File: src/ioc_pkg.sv
// Register map, widths and bus states of the I/O line controller.
// Notes on behaviour
// - Bit n of every register is line n.
// - Filter enable write one turns filter on.
// - Filter disable write one turns filter off.
// - Filter status reads one where filter on.
// - Set-output write one drives value high.
// - Clear-output write one drives value low.
// - Output value reads the scheduled drive level.
// - Output value always readable, sometimes writable.
// - Direct output write only touches enabled lines.
// - Pin level reads the sampled line level.
// - Interrupt enable write one unmasks line.
// - Interrupt disable write one masks line.
// - Interrupt mask reads one where enabled.
// - Level change sets the line's status bit.
// - Status clears on read and on reset.
// - Open-drain enable write one sets multi-drive.
// - Multi-drive drives low only; disable ends it.
package ioc_pkg;
    localparam int IOC_LINES = 32;
    localparam int IOC_AW = 8;
    localparam logic [IOC_AW-1:0] IOC_FILTER_ENABLE = 8'h20;
    localparam logic [IOC_AW-1:0] IOC_FILTER_DISABLE = 8'h24;
    localparam logic [IOC_AW-1:0] IOC_FILTER_STATUS = 8'h28;
    localparam logic [IOC_AW-1:0] IOC_OUTPUT_SET = 8'h30;
    localparam logic [IOC_AW-1:0] IOC_OUTPUT_CLEAR = 8'h34;
    localparam logic [IOC_AW-1:0] IOC_OUTPUT_VALUE = 8'h38;
    localparam logic [IOC_AW-1:0] IOC_PIN_LEVEL = 8'h3c;
    localparam logic [IOC_AW-1:0] IOC_IRQ_ENABLE = 8'h40;
    localparam logic [IOC_AW-1:0] IOC_IRQ_DISABLE = 8'h44;
    localparam logic [IOC_AW-1:0] IOC_IRQ_MASK = 8'h48;
    localparam logic [IOC_AW-1:0] IOC_IRQ_STATUS = 8'h4c;
    localparam logic [IOC_AW-1:0] IOC_OD_ENABLE = 8'h50;
    localparam logic [IOC_AW-1:0] IOC_OD_DISABLE = 8'h54;
    localparam logic [IOC_AW-1:0] IOC_OD_STATUS = 8'h58;
    localparam logic [IOC_AW-1:0] IOC_DW_ENABLE = 8'ha0;
    localparam logic [IOC_AW-1:0] IOC_DW_DISABLE = 8'ha4;
    localparam logic [IOC_AW-1:0] IOC_DW_STATUS = 8'ha8;
    localparam logic [IOC_AW-1:0] IOC_IRQ_CLEAR = 8'hb0;
    localparam logic [31:0] IOC_ZERO = 32'h0000_0000;
    typedef enum logic [1:0] {
        IOC_IDLE = 2'b00,
        IOC_WAIT = 2'b01,
        IOC_DONE = 2'b10
    } ioc_bus_e;
endpackage

File: src/ioc_filt_if.sv
// Interface between the register block and the per-line glitch filter.
`timescale 1ns/1ps
interface ioc_filt_if;
    logic [31:0] raw;
    logic [31:0] enable;
    logic [31:0] level;
    modport ctrl (output raw, output enable, input level);
    modport filt (input raw, input enable, output level);
endinterface

File: src/ioc_filter.sv
// Per-line input glitch filter.
`timescale 1ns/1ps
module ioc_filter
    import ioc_pkg::*;
(
    input wire logic pclk,
    input wire logic presetn,
    ioc_filt_if.filt fi
);
    logic [IOC_LINES-1:0] prev;

    always_ff @(posedge pclk or negedge presetn) begin
        if (!presetn) begin
            prev <= IOC_ZERO;
        end else begin
            prev <= fi.raw;
        end
    end

    // A filtered line only moves once the input held the same level on two samples in a row.
    for (genvar n = 0; n < IOC_LINES; n++) begin : g_line
        always_ff @(posedge pclk or negedge presetn) begin
            if (!presetn) begin
                fi.level[n] <= 1'b0;
            end else if (!fi.enable[n] || fi.raw[n] == prev[n]) begin
                fi.level[n] <= fi.raw[n];
            end
        end
    end
endmodule

File: src/ioc_io_line.sv
// APB register block of the 32-line I/O controller with filter, drive and change interrupt.
//
// Implementation choices: the register offsets and the APB slave port.
`timescale 1ns/1ps
module ioc_io_line
    import ioc_pkg::*;
(
    input wire logic pclk,
    input wire logic presetn,
    input wire logic psel,
    input wire logic penable,
    input wire logic pwrite,
    input wire logic [IOC_AW-1:0] paddr,
    input wire logic [31:0] pwdata,
    output logic [31:0] prdata,
    output logic pready,
    output logic pslverr,
    input wire logic [IOC_LINES-1:0] pad_in,
    output logic [IOC_LINES-1:0] pad_out,
    output logic [IOC_LINES-1:0] pad_oe,
    output logic irq
);
    ioc_filt_if fif ();

    ioc_bus_e bus_state;
    logic [IOC_LINES-1:0] filter_on;
    logic [IOC_LINES-1:0] output_value;
    logic [IOC_LINES-1:0] pin_level;
    logic [IOC_LINES-1:0] irq_mask;
    logic [IOC_LINES-1:0] irq_status;
    logic [IOC_LINES-1:0] open_drain;
    logic [IOC_LINES-1:0] direct_write;
    logic [IOC_LINES-1:0] change;
    logic [IOC_LINES-1:0] next_irq_status;
    logic [31:0] next_prdata;
    logic mapped;
    logic wr_fire;
    logic rd_take;

    function automatic logic hit(input logic [IOC_AW-1:0] a, input logic [IOC_AW-1:0] reg_off);
        hit = (a == reg_off);
    endfunction

    function automatic logic is_mapped(input logic [IOC_AW-1:0] a);
        is_mapped = hit(a, IOC_FILTER_ENABLE) || hit(a, IOC_FILTER_DISABLE) || hit(a, IOC_FILTER_STATUS) ||
                    hit(a, IOC_OUTPUT_SET) || hit(a, IOC_OUTPUT_CLEAR) || hit(a, IOC_OUTPUT_VALUE) ||
                    hit(a, IOC_PIN_LEVEL) || hit(a, IOC_IRQ_ENABLE) || hit(a, IOC_IRQ_DISABLE) ||
                    hit(a, IOC_IRQ_MASK) || hit(a, IOC_IRQ_STATUS) || hit(a, IOC_OD_ENABLE) ||
                    hit(a, IOC_OD_DISABLE) || hit(a, IOC_OD_STATUS) || hit(a, IOC_DW_ENABLE) ||
                    hit(a, IOC_DW_DISABLE) || hit(a, IOC_DW_STATUS) || hit(a, IOC_IRQ_CLEAR);
    endfunction

    assign fif.raw = pad_in;
    assign fif.enable = filter_on;

    ioc_filter u_filter (
        .pclk(pclk),
        .presetn(presetn),
        .fi(fif.filt)
    );

    // The access phase takes two cycles: the first latches read data, the second answers.
    always_ff @(posedge pclk or negedge presetn) begin
        if (!presetn) begin
            bus_state <= IOC_IDLE;
        end else begin
            case (bus_state)
                IOC_IDLE: begin
                    if (psel && penable) begin
                        bus_state <= IOC_WAIT;
                    end
                end
                IOC_WAIT: begin
                    bus_state <= IOC_DONE;
                end
                IOC_DONE: begin
                    bus_state <= IOC_IDLE;
                end
                default: begin
                    bus_state <= IOC_IDLE;
                end
            endcase
        end
    end

    assign rd_take = psel && penable && !pwrite && bus_state == IOC_IDLE;
    assign wr_fire = psel && penable && pwrite && bus_state == IOC_WAIT;
    assign mapped = is_mapped(paddr);

    always_ff @(posedge pclk or negedge presetn) begin
        if (!presetn) begin
            pready <= 1'b0;
            pslverr <= 1'b0;
        end else begin
            pready <= (bus_state == IOC_IDLE) && psel && penable;
            pslverr <= (bus_state == IOC_IDLE) && psel && penable && !mapped;
        end
    end

    always_comb begin
        next_prdata = IOC_ZERO;
        case (paddr)
            IOC_FILTER_STATUS: next_prdata = filter_on;
            IOC_OUTPUT_VALUE: next_prdata = output_value;
            IOC_PIN_LEVEL: next_prdata = pin_level;
            IOC_IRQ_MASK: next_prdata = irq_mask;
            IOC_IRQ_STATUS: next_prdata = irq_status;
            IOC_OD_STATUS: next_prdata = open_drain;
            IOC_DW_STATUS: next_prdata = direct_write;
            default: next_prdata = IOC_ZERO;
        endcase
    end

    always_ff @(posedge pclk or negedge presetn) begin
        if (!presetn) begin
            prdata <= IOC_ZERO;
        end else if (rd_take) begin
            prdata <= next_prdata;
        end
    end

    // Each bit of every control register acts on the line with the same index.
    always_ff @(posedge pclk or negedge presetn) begin
        if (!presetn) begin
            filter_on <= IOC_ZERO;
        end else if (wr_fire && hit(paddr, IOC_FILTER_ENABLE)) begin
            filter_on <= filter_on | pwdata;
        end else if (wr_fire && hit(paddr, IOC_FILTER_DISABLE)) begin
            filter_on <= filter_on & ~pwdata;
        end
    end

    always_ff @(posedge pclk or negedge presetn) begin
        if (!presetn) begin
            output_value <= IOC_ZERO;
        end else if (wr_fire && hit(paddr, IOC_OUTPUT_SET)) begin
            output_value <= output_value | pwdata;
        end else if (wr_fire && hit(paddr, IOC_OUTPUT_CLEAR)) begin
            output_value <= output_value & ~pwdata;
        end else if (wr_fire && hit(paddr, IOC_OUTPUT_VALUE)) begin
            output_value <= (output_value & ~direct_write) | (pwdata & direct_write);
        end
    end

    always_ff @(posedge pclk or negedge presetn) begin
        if (!presetn) begin
            direct_write <= IOC_ZERO;
        end else if (wr_fire && hit(paddr, IOC_DW_ENABLE)) begin
            direct_write <= direct_write | pwdata;
        end else if (wr_fire && hit(paddr, IOC_DW_DISABLE)) begin
            direct_write <= direct_write & ~pwdata;
        end
    end

    always_ff @(posedge pclk or negedge presetn) begin
        if (!presetn) begin
            irq_mask <= IOC_ZERO;
        end else if (wr_fire && hit(paddr, IOC_IRQ_ENABLE)) begin
            irq_mask <= irq_mask | pwdata;
        end else if (wr_fire && hit(paddr, IOC_IRQ_DISABLE)) begin
            irq_mask <= irq_mask & ~pwdata;
        end
    end

    always_ff @(posedge pclk or negedge presetn) begin
        if (!presetn) begin
            open_drain <= IOC_ZERO;
        end else if (wr_fire && hit(paddr, IOC_OD_ENABLE)) begin
            open_drain <= open_drain | pwdata;
        end else if (wr_fire && hit(paddr, IOC_OD_DISABLE)) begin
            open_drain <= open_drain & ~pwdata;
        end
    end

    // Level seen after the filter; a difference from the last sample is a change.
    always_ff @(posedge pclk or negedge presetn) begin
        if (!presetn) begin
            pin_level <= IOC_ZERO;
        end else begin
            pin_level <= fif.level;
        end
    end

    assign change = fif.level ^ pin_level;

    // A change arriving in the same cycle as a clear still sets its bit, so no event is lost.
    always_comb begin
        next_irq_status = irq_status;
        if (rd_take && hit(paddr, IOC_IRQ_STATUS)) begin
            next_irq_status = IOC_ZERO;
        end else if (wr_fire && hit(paddr, IOC_IRQ_CLEAR)) begin
            next_irq_status = irq_status & ~pwdata;
        end
        next_irq_status = next_irq_status | change;
    end

    always_ff @(posedge pclk or negedge presetn) begin
        if (!presetn) begin
            irq_status <= IOC_ZERO;
        end else begin
            irq_status <= next_irq_status;
        end
    end

    always_ff @(posedge pclk or negedge presetn) begin
        if (!presetn) begin
            irq <= 1'b0;
        end else begin
            irq <= |(next_irq_status & irq_mask);
        end
    end

    // With multi-drive on, a high value releases the pin instead of driving it.
    always_ff @(posedge pclk or negedge presetn) begin
        if (!presetn) begin
            pad_out <= IOC_ZERO;
            pad_oe <= IOC_ZERO;
        end else begin
            pad_out <= output_value;
            pad_oe <= ~open_drain | ~output_value;
        end
    end
endmodule

File: config.mk
export PLATFORM = sky130hd
export DESIGN_NAME = ioc_io_line
export DESIGN_NICKNAME = d
export VERILOG_FILES = /design/src/ioc_pkg.sv /design/src/ioc_filt_if.sv /design/src/ioc_filter.sv /design/src/ioc_io_line.sv
export SDC_FILE = /design/constraint.sdc
export NUM_CORES = 1
export LEC_CHECK = 0
export BUFFER_PORTS_ARGS = -buffer_cell sky130_fd_sc_hd__buf_2
export CAP_MARGIN = 5
export CORE_ASPECT_RATIO = 0.8
export CORE_UTILIZATION = 40
export DETAILED_ROUTE_END_ITERATION = 8
export GPL_TIMING_DRIVEN = 0
export PLACE_DENSITY_LB_ADDON = 0.15
export SLEW_MARGIN = 40
export SYNTH_ARGS = -nofsm -noshare
export SYNTH_HDL_FRONTEND = slang
export SYNTH_SLANG_ARGS = --single-unit
File: constraint.sdc
create_clock -name pclk -period 2.2 [get_ports pclk]
set_input_delay 0.33 -clock pclk [delete_from_list [all_inputs] [get_ports pclk]]
set_output_delay 0.33 -clock pclk [all_outputs]
set_load 0.02 [all_outputs]
# After elaboration in Yosys (flattened, before gate mapping)
# Cells that the tools add are included.
[word_totals] regBits=389 input_bits=77 wordCells=248 output_inout_bits=99
[op_classes] eq_ne=52 bitwise_logic=22 muxes=16 n_reduce_logical=111
[op_table] cell="2-to-1 mux 32 bit" n=13
[op_table] cell="AND 32 bit" n=9
[op_table] cell="OR 32 bit" n=8
[op_table] cell="one-hot mux 32 bit (7 select lines)" n=1
[op_table] cell="inverter 32 bit" n=4
[op_table] cell="equality test 8 x 6 -> 1 bit (second input constant)" n=7
[op_table] cell="equality test 8 x 7 -> 1 bit (second input constant)" n=7
[op_table] cell="logical OR 1 bit" n=49
[op_table] cell="logical NOT 1 bit" n=34
[op_table] cell="equality test 1 bit" n=32
[op_table] cell="equality test 8 bit (second input constant)" n=4
[op_table] cell="OR reduction 32 bit" n=1
[op_table] cell="bitwise XOR 32 bit" n=1
[op_table] cell="logical AND 1 bit" n=21
[op_table] cell="nonzero test 2 bit" n=4
[op_table] cell="one-hot mux 2 bit (2 select lines)" n=1
[op_table] cell="nonzero test 3 bit" n=1
[op_table] cell="equality test 2 x 1 -> 1 bit (second input constant)" n=1
[op_table] cell="logical NOT 2 bit" n=1
[op_table] cell="2-to-1 mux 2 bit" n=1
[op_table] cell="!= test 2 bit (second input constant)" n=1

# Longest topological paths before layout
# Gate-level depths: netlist of run 1.
[logic_depth] depth_word=20 ltp_mapped=9

# By module
# Synthesis of run 1 repeated with hierarchy kept, for this count alone.
[unflattened] cells_unflattened=1533 hier_area_um2=16671.0
[by_module_without_submodules] module="ioc_io_line" seq_area_each_um2=8132.8 instances=1 cells_per_inst=1373 area_per_inst_um2=14348.8
[by_module_without_submodules] module="ioc_filter" seq_area_each_um2=1601.5 instances=1 cells_per_inst=160 area_per_inst_um2=2322.2

# Least setup slack after synthesis of run 1
# No wires, ideal clock.
[synth_path] path_type="flip-flop to flip-flop" startpoint="reg bus_state[1]" endpoint="reg irq" t_arrival_ps=1834 synth_period_minus_slack_ps=1977 required_time_ps=2057 path_slack_ps=223 stages_incl_launch_ff=8 cell_sequence="dfrtp_1 -> and4bb_1 -> buf_2 -> a41oi_1 -> o221ai_1 -> nand4_1 -> a2111oi_0 -> nand4_1"
[synth_between] elab_chain_len=8
[synth_lines] item="from (decl)" line_no="ioc_io_line.sv:25" text="ioc_bus_e bus_state;"
[synth_lines] item="from (signal assigned)" line_no="ioc_io_line.sv:65" text="bus_state <= IOC_IDLE;"
[synth_lines] item="from (signal assigned)" line_no="ioc_io_line.sv:70" text="bus_state <= IOC_WAIT;"
[synth_lines] item="from (signal assigned)" line_no="ioc_io_line.sv:74" text="bus_state <= IOC_DONE;"
[synth_lines] item="equality test 2 x 1 -> 1 bit" line_no="ioc_io_line.sv:87" text="assign wr_fire = psel && penable && pwrite && bus_state == IOC_WAIT;"
[synth_lines] item="logical AND 1 bit" line_no="ioc_io_line.sv:87"
[synth_lines] item="logical AND 1 bit" line_no="ioc_io_line.sv:191" text="end else if (wr_fire && hit(paddr, IOC_IRQ_CLEAR)) begin"
[synth_lines] item="2-to-1 mux 32 bit" line_no="ioc_io_line.sv:191"
[synth_lines] item="2-to-1 mux 32 bit *" line_no="ioc_io_line.sv:189" text="if (rd_take && hit(paddr, IOC_IRQ_STATUS)) begin"
[synth_lines] item="OR 32 bit *" line_no="ioc_io_line.sv:194" text="next_irq_status = next_irq_status | change;"
[synth_lines] item="AND 32 bit *" line_no="ioc_io_line.sv:209" text="irq <= |(next_irq_status & irq_mask);"
[synth_lines] item="OR reduction 32 bit *" line_no="ioc_io_line.sv:209"
[synth_lines] item="to (signal assigned)" line_no="ioc_io_line.sv:209"
[synth_lines] item="to (decl)" line_no="ioc_io_line.sv:21" text="output logic irq"
# Mark *: on every way between the ends. The rest lies on a longest branch, timed or not.
# A chain may end at the register's enable or synchronous reset.

# Final worst setup path of run 1
# Ends and elaborated chain as after synthesis.

==> results of run 1 <==
synth_stat cells, drive strengths merged (2+ instances only):
cell type / count / area share [%]
a2111oi: 4 / 0.29
a21o: 76 / 3.4
a21oi: 169 / 5.1
a222oi: 42 / 2.5
a22oi: 44 / 2.0
a31o: 11 / 0.58
a31oi: 33 / 1.2
a41oi: 17 / 0.95
and2: 2 / 0.076
and4bb: 3 / 0.23
buf: 42 / 1.6
clkbuf: 61 / 1.4
dfrtp: 389 / 59
inv: 29 / 0.66
mux2: 32 / 2.2
nand2: 327 / 7.4
nand2b: 56 / 2.1
nand4: 8 / 0.39
nor2: 45 / 1.1
nor2b: 4 / 0.15
nor3: 2 / 0.091
nor4b: 2 / 0.23
o211a: 4 / 0.24
o21a: 4 / 0.18
o21ai: 109 / 3.3
o221ai: 18 / 0.95
o22ai: 3 / 0.11
or2: 9 / 0.34
xor2: 32 / 1.7
worst max path at each step:
| stage | start | endpoint | slack [ns] | cells past startpoint |
|---|---|---|---|---|
| 2_1_floorplan | bus_state[1] | irq | 0.22 | 7 |
| 5_1_grt | bus_state[0] | irq | -0.42 | 8 |
| 6_report | bus_state[1] | irq | -0.47 | 8 |
| 3_5_place_dp | paddr[1] | irq | -1.29 | 8 |
| 4_1_cts | bus_state[1] | irq | -0.36 | 8 |
| 3_3_place_gp | presetn | pad_oe[7] | -7.07 | 1 |
per-stage QoR:
| step | instances | worst slack [ns] |
|---|---|---|
| after global routing | 2432 | -0.421 |
| after global placement | 2289 | -7.07 |
| after detailed placement | 2295 | -1.29 |
| final | 2432 | -0.473 |
| after floorplan | 1589 | 0.223 |
| after CTS | 2409 | -0.362 |
cell usage in the layout, fill, tap and decap left out, types with 14 or more instances in the layout:
master / Yosys / layout
sky130_fd_sc_hd__nand2b_1: 56 / 56
sky130_fd_sc_hd__buf_4: 9 / 21
sky130_fd_sc_hd__clkbuf_2: 0 / 24
sky130_fd_sc_hd__o21ai_1: 28 / 28
sky130_fd_sc_hd__a22oi_1: 44 / 44
sky130_fd_sc_hd__nand2_1: 327 / 313
sky130_fd_sc_hd__a31oi_1: 33 / 33
sky130_fd_sc_hd__a21o_1: 76 / 76
sky130_fd_sc_hd__nor2_1: 44 / 40
sky130_fd_sc_hd__clkbuf_1: 61 / 34
sky130_fd_sc_hd__buf_2: 28 / 177
sky130_fd_sc_hd__a41oi_1: 16 / 14
sky130_fd_sc_hd__nand2_2: 0 / 14
sky130_fd_sc_hd__a21oi_1: 169 / 169
sky130_fd_sc_hd__o21ai_0: 81 / 81
sky130_fd_sc_hd__inv_1: 29 / 29
sky130_fd_sc_hd__mux2_4: 0 / 20
sky130_fd_sc_hd__a222oi_1: 42 / 42
sky130_fd_sc_hd__clkbuf_16: 0 / 49
sky130_fd_sc_hd__dfrtp_1: 389 / 388
sky130_fd_sc_hd__dlygate4sd3_1: 0 / 33
sky130_fd_sc_hd__xor2_1: 32 / 32
per-layer routing:
| metal | vias up | GRT usage [%] |
|---|---|---|
| li1 | 6219 | - |
| met1 | 7012 | 38.5 |
| met2 | 650 | 41.3 |
| met3 | 142 | 4.67 |
| met4 | 0 | 9.97 |
| met5 | - | 0 |
critical path, stage by stage (launching register included):
cell                        delay, ns
sky130_fd_sc_hd__dfrtp_2         0.44
sky130_fd_sc_hd__nor4b_4         0.27
sky130_fd_sc_hd__nand4_1         0.13
sky130_fd_sc_hd__buf_4           0.18
sky130_fd_sc_hd__buf_4           0.21
sky130_fd_sc_hd__o221ai_1        0.23
sky130_fd_sc_hd__nand4_1         0.33
sky130_fd_sc_hd__a2111oi_4       0.46
sky130_fd_sc_hd__nand4_1         0.22
timing repair:
| item | CTS | global route |
|---|---|---|
| setup endpoints to repair | 158 | 147 |
| pin swaps | 17 | 7 |
| endpoints found under the hold margin | 179 | 0 |
| resized for setup | 59 | 87 |
| gates cloned | 1 | 6 |
| buffers inserted | 6 | 12 |
| hold buffers | 33 | 0 |
area by class of cell:
type,count,area share (%)
flip-flops and latches,389,46.7
multi-input cells,1067,31.2
repair buffers,220,7.93
clock buffers,59,5.88
well taps,544,3.27
plain buffers,103,3.26
clock inverters,15,1.13
inverters,30,0.540
diodes,5,0.0600
cell families after synthesis:
| kind of cell | count (synthesis) | share of synthesized area [%] |
|---|---|---|
| simple gates | 468 | 12.6 |
| compound gates | 535 | 21.0 |
| flops | 389 | 58.8 |
| buf+inv | 133 | 3.67 |
| mux | 32 | 2.18 |
| xor+xnor | 32 | 1.69 |
where the power goes:
| part | total, mW | leakage (nW) | internal (mW) | switching (mW) |
|---|---|---|---|---|
| clock | 7.53 | 0.720 | 4.58 | 2.95 |
| combinational | 0.850 | 3.61 | 0.297 | 0.554 |
| sequential | 7.38 | 4.93 | 7.28 | 0.103 |
==> results.rst, run 1 <==
.. list-table::
   :header-rows: 1

   * - Metric
     - Value
   * - Average footprint of a synthesized cell
     - 10.4 sq um
   * - Quantity of I/O buffers inserted on ports
     - 156
   * - Post-Place Cell Area
     - 0.0182 sq mm
   * - Synthesis-to-layout area growth
     - 25.9%
   * - Worst hold slack across all endpoints
     - 0.0640 ns
   * - Die height
     - 184 microns
   * - Count of pins on the block boundary
     - 176
   * - Worst EP arrival
     - 3.04 ns
   * - CTS max path bufs
     - 3
   * - Post-layout net count
     - 1,929
   * - Setup violation total in the final timing report
     - 65
   * - Iter 0 DRT Violations
     - 1,601
   * - Slack of the critical path
     - -0.473 ns
   * - Post-synth top flop
     - sky130_fd_sc_hd__dfrtp_1
   * - Util after Layout
     - 51.2%
   * - Max transition margin
     - 46.9%
   * - Worst Hold Class
     - input port to flip-flop
   * - Setup tns final
     - -13.90 ns
   * - Routability congestion estimate from global placement
     - 0.911
   * - Result of the run
     - finished, violations left
   * - Total GRT Usage
     - 27.0%
   * - Terminating pin of the worst hold path
     - bus_state[0]
   * - Violated checks
     - design-rule violations, negative setup slack
   * - Number of fillers in the final layout
     - 3,664
   * - Initial Utilization
     - 40.6%
   * - Count of nets left with antenna violations after detail routing
     - 0
   * - Kind of end point of the critical path
     - flip-flop
   * - Sequential area share after synthesis
     - 58.8%
   * - Post-detailed-placement half-perimeter wirelength
     - 38,800 microns
   * - # clock sinks
     - 389
   * - Antenna violations before repair
     - 6
   * - Highest ir drop seen on vdd
     - 0.490 mV
   * - Buffer cell driving the clock tree root
     - sky130_fd_sc_hd__clkbuf_16
   * - DR vias
     - 14,000
   * - H-tree levels
     - 2
   * - Amount of wire on met3 after detailed routing
     - 4790 microns
   * - Transition time at the pin with the least slew margin
     - 0.796 ns
   * - Syn Inst Count
     - 1,589
   * - Final period utilization
     - 121%
   * - Topmost layer with routed signal wires
     - met4
   * - Max-cap check violation count
     - 0
   * - Fraction of final layout cells with drive strength greater than 1
     - 22.0%
   * - Final instance area
     - 0.0208 sq mm
   * - Per-cell via count in the routed design
     - 5.77
   * - Depth of the worst register-to-register path
     - 8
   * - Total power draw
     - 15.8 mW
   * - Final setup skew
     - 0.0220 ns
   * - Floorplan die width
     - 229 microns
   * - Post-Route M1 WL
     - 25,400 microns
   * - Number of global-route vias before repair
     - 13,400
   * - Unrepaired setup endpoints after global routing
     - true
   * - Syn nets
     - 1,666
   * - Overall overflow remaining after global route
     - 0
   * - Share of async-settable or async-resettable flops after synthesis
     - 100%
   * - Remaining DRCs
     - 2
   * - Count of state elements after synthesis
     - 389
   * - Register clock-pin slew on the reported worst setup and hold paths
     - 0.06 ns
   * - Launching element type of the critical path
     - flip-flop
   * - Inserted Clock Buffers
     - 41
   * - Site Rows
     - 66
   * - Average wire per cell in the routed design
     - 23.9 microns
   * - Max FO, Critical Path
     - 10
   * - Die outline area
     - 0.0422 sq mm
   * - Final Max Tran Viols
     - 0
   * - Area inside the core boundary
     - 0.0407 sq mm
   * - Pin count of the biggest net entering global routing
     - 74
   * - Wire length of the first global-routing pass
     - 85,000 microns
   * - Clock tree from TritonCTS
     - built
   * - R2R Setup Slk
     - -0.47 ns
   * - Insertion delay to the later sink of the worst-skew pair
     - 0.56 ns
   * - Unique cell type count in the Yosys netlist
     - 55
   * - Critical R2R Launch
     - bus_state[1]
   * - Post-synth design cell area
     - 0.0165 sq mm
   * - Hold violation count in the final report
     - 0
   * - Setup CP Type
     - flip-flop to flip-flop
   * - Cell area power density
     - 757 mW/mm^2
   * - Worst R2R End
     - irq
   * - Met2 layer wire length in the routed design
     - 25,900 microns
   * - Number of warnings issued by yosys
     - 0
   * - Sequential cell area
     - 0.00974 sq mm
   * - Drt first pass iters
     - 9
   * - Number of enable-type register cells in the synthesized netlist
     - 0
   * - Static leakage
     - 9.26 nW
   * - Hold wc startpoint
     - psel
   * - Peak Freq
     - 374 MHz
   * - Post-layout minimum cycle time
     - 2.67 ns
   * - Routed wire length
     - 58,200 microns
   * - Multi-input gate area in the final layout
     - 0.00650 sq mm
   * - Required arrival time at the worst endpoint
     - 2.57 ns
   * - Hold depth
     - 2
(Power assumes the default switching activity.)
==> inputs of run 2 (changes only) <==
ABC_AREA = 1   (was default)
CTS_CLUSTER_SIZE = 16   (was default)
==> run 2 against run 1 <==
Effect of this change:
- the flow finishes with violations (design-rule violations)
- clock skew is 0.012 ns lower
- register-to-register slack better by 0.54 ns
- clock power is 5.2% lower
- critical path depth is 5 higher
- core utilization is 1.7 points lower
- fmax is 25% higher
- hold slack better by 0.089 ns
- combinational power is 17% higher
- area after synthesis is 3.9% higher
- synthesized cell count is 27% higher
- sequential share of layout area is 0.062 points lower
- critical path type unchanged
- largest power group is now sequential cells
==> results.rst, run 2 <==
.. list-table::
   :header-rows: 1

   * - Metric
     - Value
   * - Result of the run
     - finished, violations left
   * - Violated checks
     - design-rule violations
   * - Quantity of I/O buffers inserted on ports
     - 175
   * - Final instance area
     - 0.0209 sq mm
   * - Hold violation count in the final report
     - 0
   * - Total GRT Usage
     - 27.5%
   * - Count of pins on the block boundary
     - 176
   * - CTS max path bufs
     - 3
   * - Setup CP Type
     - flip-flop to flip-flop
   * - Average wire per cell in the routed design
     - 20.9 microns
   * - Register clock-pin slew on the reported worst setup and hold paths
     - 0.06 ns
   * - Antenna violations before repair
     - 3
   * - Instance count after placement with tap cells included
     - 2,752
   * - Worst setup slack after placement
     - -0.717 ns
   * - Post-synth design cell area
     - 0.0172 sq mm
   * - Routability congestion estimate from global placement
     - 0.927
   * - Per-cell via count in the routed design
     - 5.30
   * - Ranking of synthesized cells by area
     - sky130_fd_sc_hd__dfrtp_1, sky130_fd_sc_hd__nand2_1, sky130_fd_sc_hd__inv_1
   * - Buffer cell driving the clock tree root
     - sky130_fd_sc_hd__clkbuf_16
   * - Insertion delay to the later sink of the worst-skew pair
     - 0.55 ns
   * - Number of enable-type register cells in the synthesized netlist
     - 0
   * - H-tree levels
     - 2
   * - Floorplan die width
     - 234 microns
   * - Worst path cell trace
     - nor2_1 > nand2_2 > nor2_4 > nand2_4 > buf_8 > nand3_1 > nand2_1 > nand2_1 > nand2_1 > nor2_1 > nand2_1 > nor2_1 > nand2_2
   * - Synthesis-to-layout area growth
     - 21.3%
   * - Routed wire length
     - 59,900 microns
   * - Slack of the critical path
     - 0.0685 ns
   * - Post-detailed-placement half-perimeter wirelength
     - 40,000 microns
   * - Maximum cell stage delay along the critical path
     - 0.38 ns
   * - Post-layout minimum cycle time
     - 2.13 ns
   * - Syn nets
     - 2,096
   * - DR vias
     - 15,200
   * - Max-cap check violation count
     - 0
   * - Post-layout net count
     - 2,361
   * - Yosys top cell by area
     - sky130_fd_sc_hd__dfrtp_1
   * - Overall overflow remaining after global route
     - 0
   * - Die height
     - 187 microns
   * - Number of warnings issued by yosys
     - 0
   * - Pin count of the biggest net entering global routing
     - 70
   * - Max transition margin
     - 34.1%
   * - Unique cell type count in the Yosys netlist
     - 29
   * - Remaining DRCs
     - 10
   * - Buf+Inv Stages, Crit Path
     - 1
   * - Required arrival time at the worst endpoint
     - 2.62 ns
   * - Count of state elements after synthesis
     - 389
   * - Commonest cells in the synthesized netlist
     - sky130_fd_sc_hd__nand2_1, sky130_fd_sc_hd__dfrtp_1, sky130_fd_sc_hd__inv_1, sky130_fd_sc_hd__o21ai_0, sky130_fd_sc_hd__a21oi_1
   * - Worst hold slack across all endpoints
     - 0.153 ns
   * - Max FO, Critical Path
     - 10
   * - Average footprint of a synthesized cell
     - 8.52 sq um
   * - Highest ir drop seen on vdd
     - 0.468 mV
   * - Post-synth top flop
     - sky130_fd_sc_hd__dfrtp_1
   * - Wire length of the first global-routing pass
     - 89,100 microns
   * - Transition time at the pin with the least slew margin
     - 0.988 ns
   * - Launching element type of the critical path
     - flip-flop
   * - Cell area power density
     - 751 mW/mm^2
   * - Syn Inst Count
     - 2,019
   * - Most common cell after layout, fill and taps aside
     - sky130_fd_sc_hd__nand2_1
   * - Worst EP arrival
     - 2.55 ns
   * - Critical path's slowest cell
     - sky130_fd_sc_hd__dfrtp_1
   * - Post-Place Cell Area
     - 0.0190 sq mm
   * - Kind of cell adding the most delay to the critical path
     - simple AND/OR/NAND/NOR gates
   * - Kind of end point of the critical path
     - flip-flop
   * - Iter 0 DRT Violations
     - 1,753
   * - Most frequent cell after synthesis
     - sky130_fd_sc_hd__nand2_1
   * - Commonest cells after routing, fill and taps aside
     - sky130_fd_sc_hd__nand2_1, sky130_fd_sc_hd__dfrtp_1, sky130_fd_sc_hd__inv_1, sky130_fd_sc_hd__buf_2, sky130_fd_sc_hd__o21ai_0
   * - Final period utilization
     - 96.9%
   * - Setup tns final
     - 0 ns
   * - Util after Layout
     - 49.5%
   * - Share of async-settable or async-resettable flops after synthesis
     - 100%
   * - Synth top area share
     - 56.6%
   * - Peak Freq
     - 469 MHz
   * - Final setup skew
     - 0.00955 ns
   * - Clock tree from TritonCTS
     - built
   * - Die outline area
     - 0.0438 sq mm
   * - Total power draw
     - 15.7 mW
   * - Most frequent cell on the critical path
     - sky130_fd_sc_hd__nand2_1
   * - Count of nets left with antenna violations after detail routing
     - 0
   * - Static leakage
     - 10.2 nW
   * - Drt first pass iters
     - 9
   * - Initial Utilization
     - 40.8%
   * - Final Max Tran Viols
     - 0
   * - Fraction of final layout cells with drive strength greater than 1
     - 15.7%
   * - Setup violation total in the final timing report
     - 0
   * - Site Rows
     - 67
   * - Number of global-route vias before repair
     - 14,400
   * - Sequential area share after synthesis
     - 56.6%
   * - # clock sinks
     - 389
   * - Worst Hold Class
     - input port to flip-flop
   * - Non-Filler Instances
     - 2,867
   * - Area inside the core boundary
     - 0.0422 sq mm
   * - Number of fillers in the final layout
     - 4,041
   * - Inserted Clock Buffers
     - 42
==> run 2: cell count changes after synthesis, sizes merged, moves of 44 or more <==
cell	delta
a21o	-76
a21oi	-59
a22oi	-44
inv	+272
nand2	+214
nand2b	-56
nand3	+96
o211ai	+46
o21ai	+157
==> run 2: tightest hold or removal path: stages <==
cell and delay, ns:
sky130_fd_sc_hd__buf_2 0.15, sky130_fd_sc_hd__nand2_1 0.10, sky130_fd_sc_hd__o21ai_1 0.06, sky130_fd_sc_hd__inv_1 0.04
==> run 2: power by group <==
group | internal (mW) | switching [mW] | total [mW]
registers | 7.37 | 0.171 | 7.54
logic | 0.362 | 0.634 | 0.996
clock network | 4.16 | 2.97 | 7.14
total | 11.9 | 3.78 | 15.7
==> run 2: cell type report <==
cell class | instances | area (sq um) | share of cell area [%]
Antenna cell | 1 | 2.50 | 0.0120
Buffer | 79 | 470 | 2.26
Clock buffer | 60 | 1240 | 5.96
Clock inverter | 14 | 131 | 0.630
Inverter | 303 | 1140 | 5.46
Multi-Input combinational cell | 1248 | 6000 | 28.8
Sequential cell | 389 | 9730 | 46.7
Tap cell | 552 | 691 | 3.31
Timing Repair Buffer | 221 | 1450 | 6.95
==> run 2: final timing paths <==
kind	start	end	slack, ns	cells after the start
setup / recovery	bus_state[0]	irq	0.07	13
hold / removal	pwdata[14]	flip-flop	0.15	4
setup reg to reg	bus_state[0]	irq	0.07	13
hold reg to reg	flip-flop	pad_oe[9]	0.42	1
max in group asynchronous	presetn	u_filter.fi.level[13]	0.60	5
min in group asynchronous	presetn	u_filter.prev[25]	0.21	2
==> run 2: repair_timing <==
| item | 4_1_cts | 5_1_grt |
|---|---|---|
| pin swaps | 0 | 3 |
| endpoints found under the setup margin | 115 | 144 |
| hold buffers | 33 | 0 |
| buffers inserted | 0 | 6 |
| resized for setup | 27 | 24 |
| endpoints found under the hold margin | 121 | 0 |
==> run 2: routing by layer <==
| layer | routed length (microns) | vias up | share of wire, % | track usage [%] |
|---|---|---|---|---|
| li1 | - | 7048 | - | - |
| met1 | 26800 | 7385 | 45 | 40.5 |
| met2 | 25800 | 630 | 43 | 40.2 |
| met3 | 5350 | 117 | 8.9 | 5.69 |
| met4 | 1950 | 4 | 3.3 | 8.82 |
| met5 | 22 | - | 0.037 | 0 |
==> run 2: logic make-up after synthesis <==
logic type / count (synthesis) / share of synthesized area, %
simple gates: 747 / 17.8
flops: 389 / 56.6
compound gates: 469 / 15.2
xor+xnor: 32 / 1.63
buf+inv: 382 / 8.75
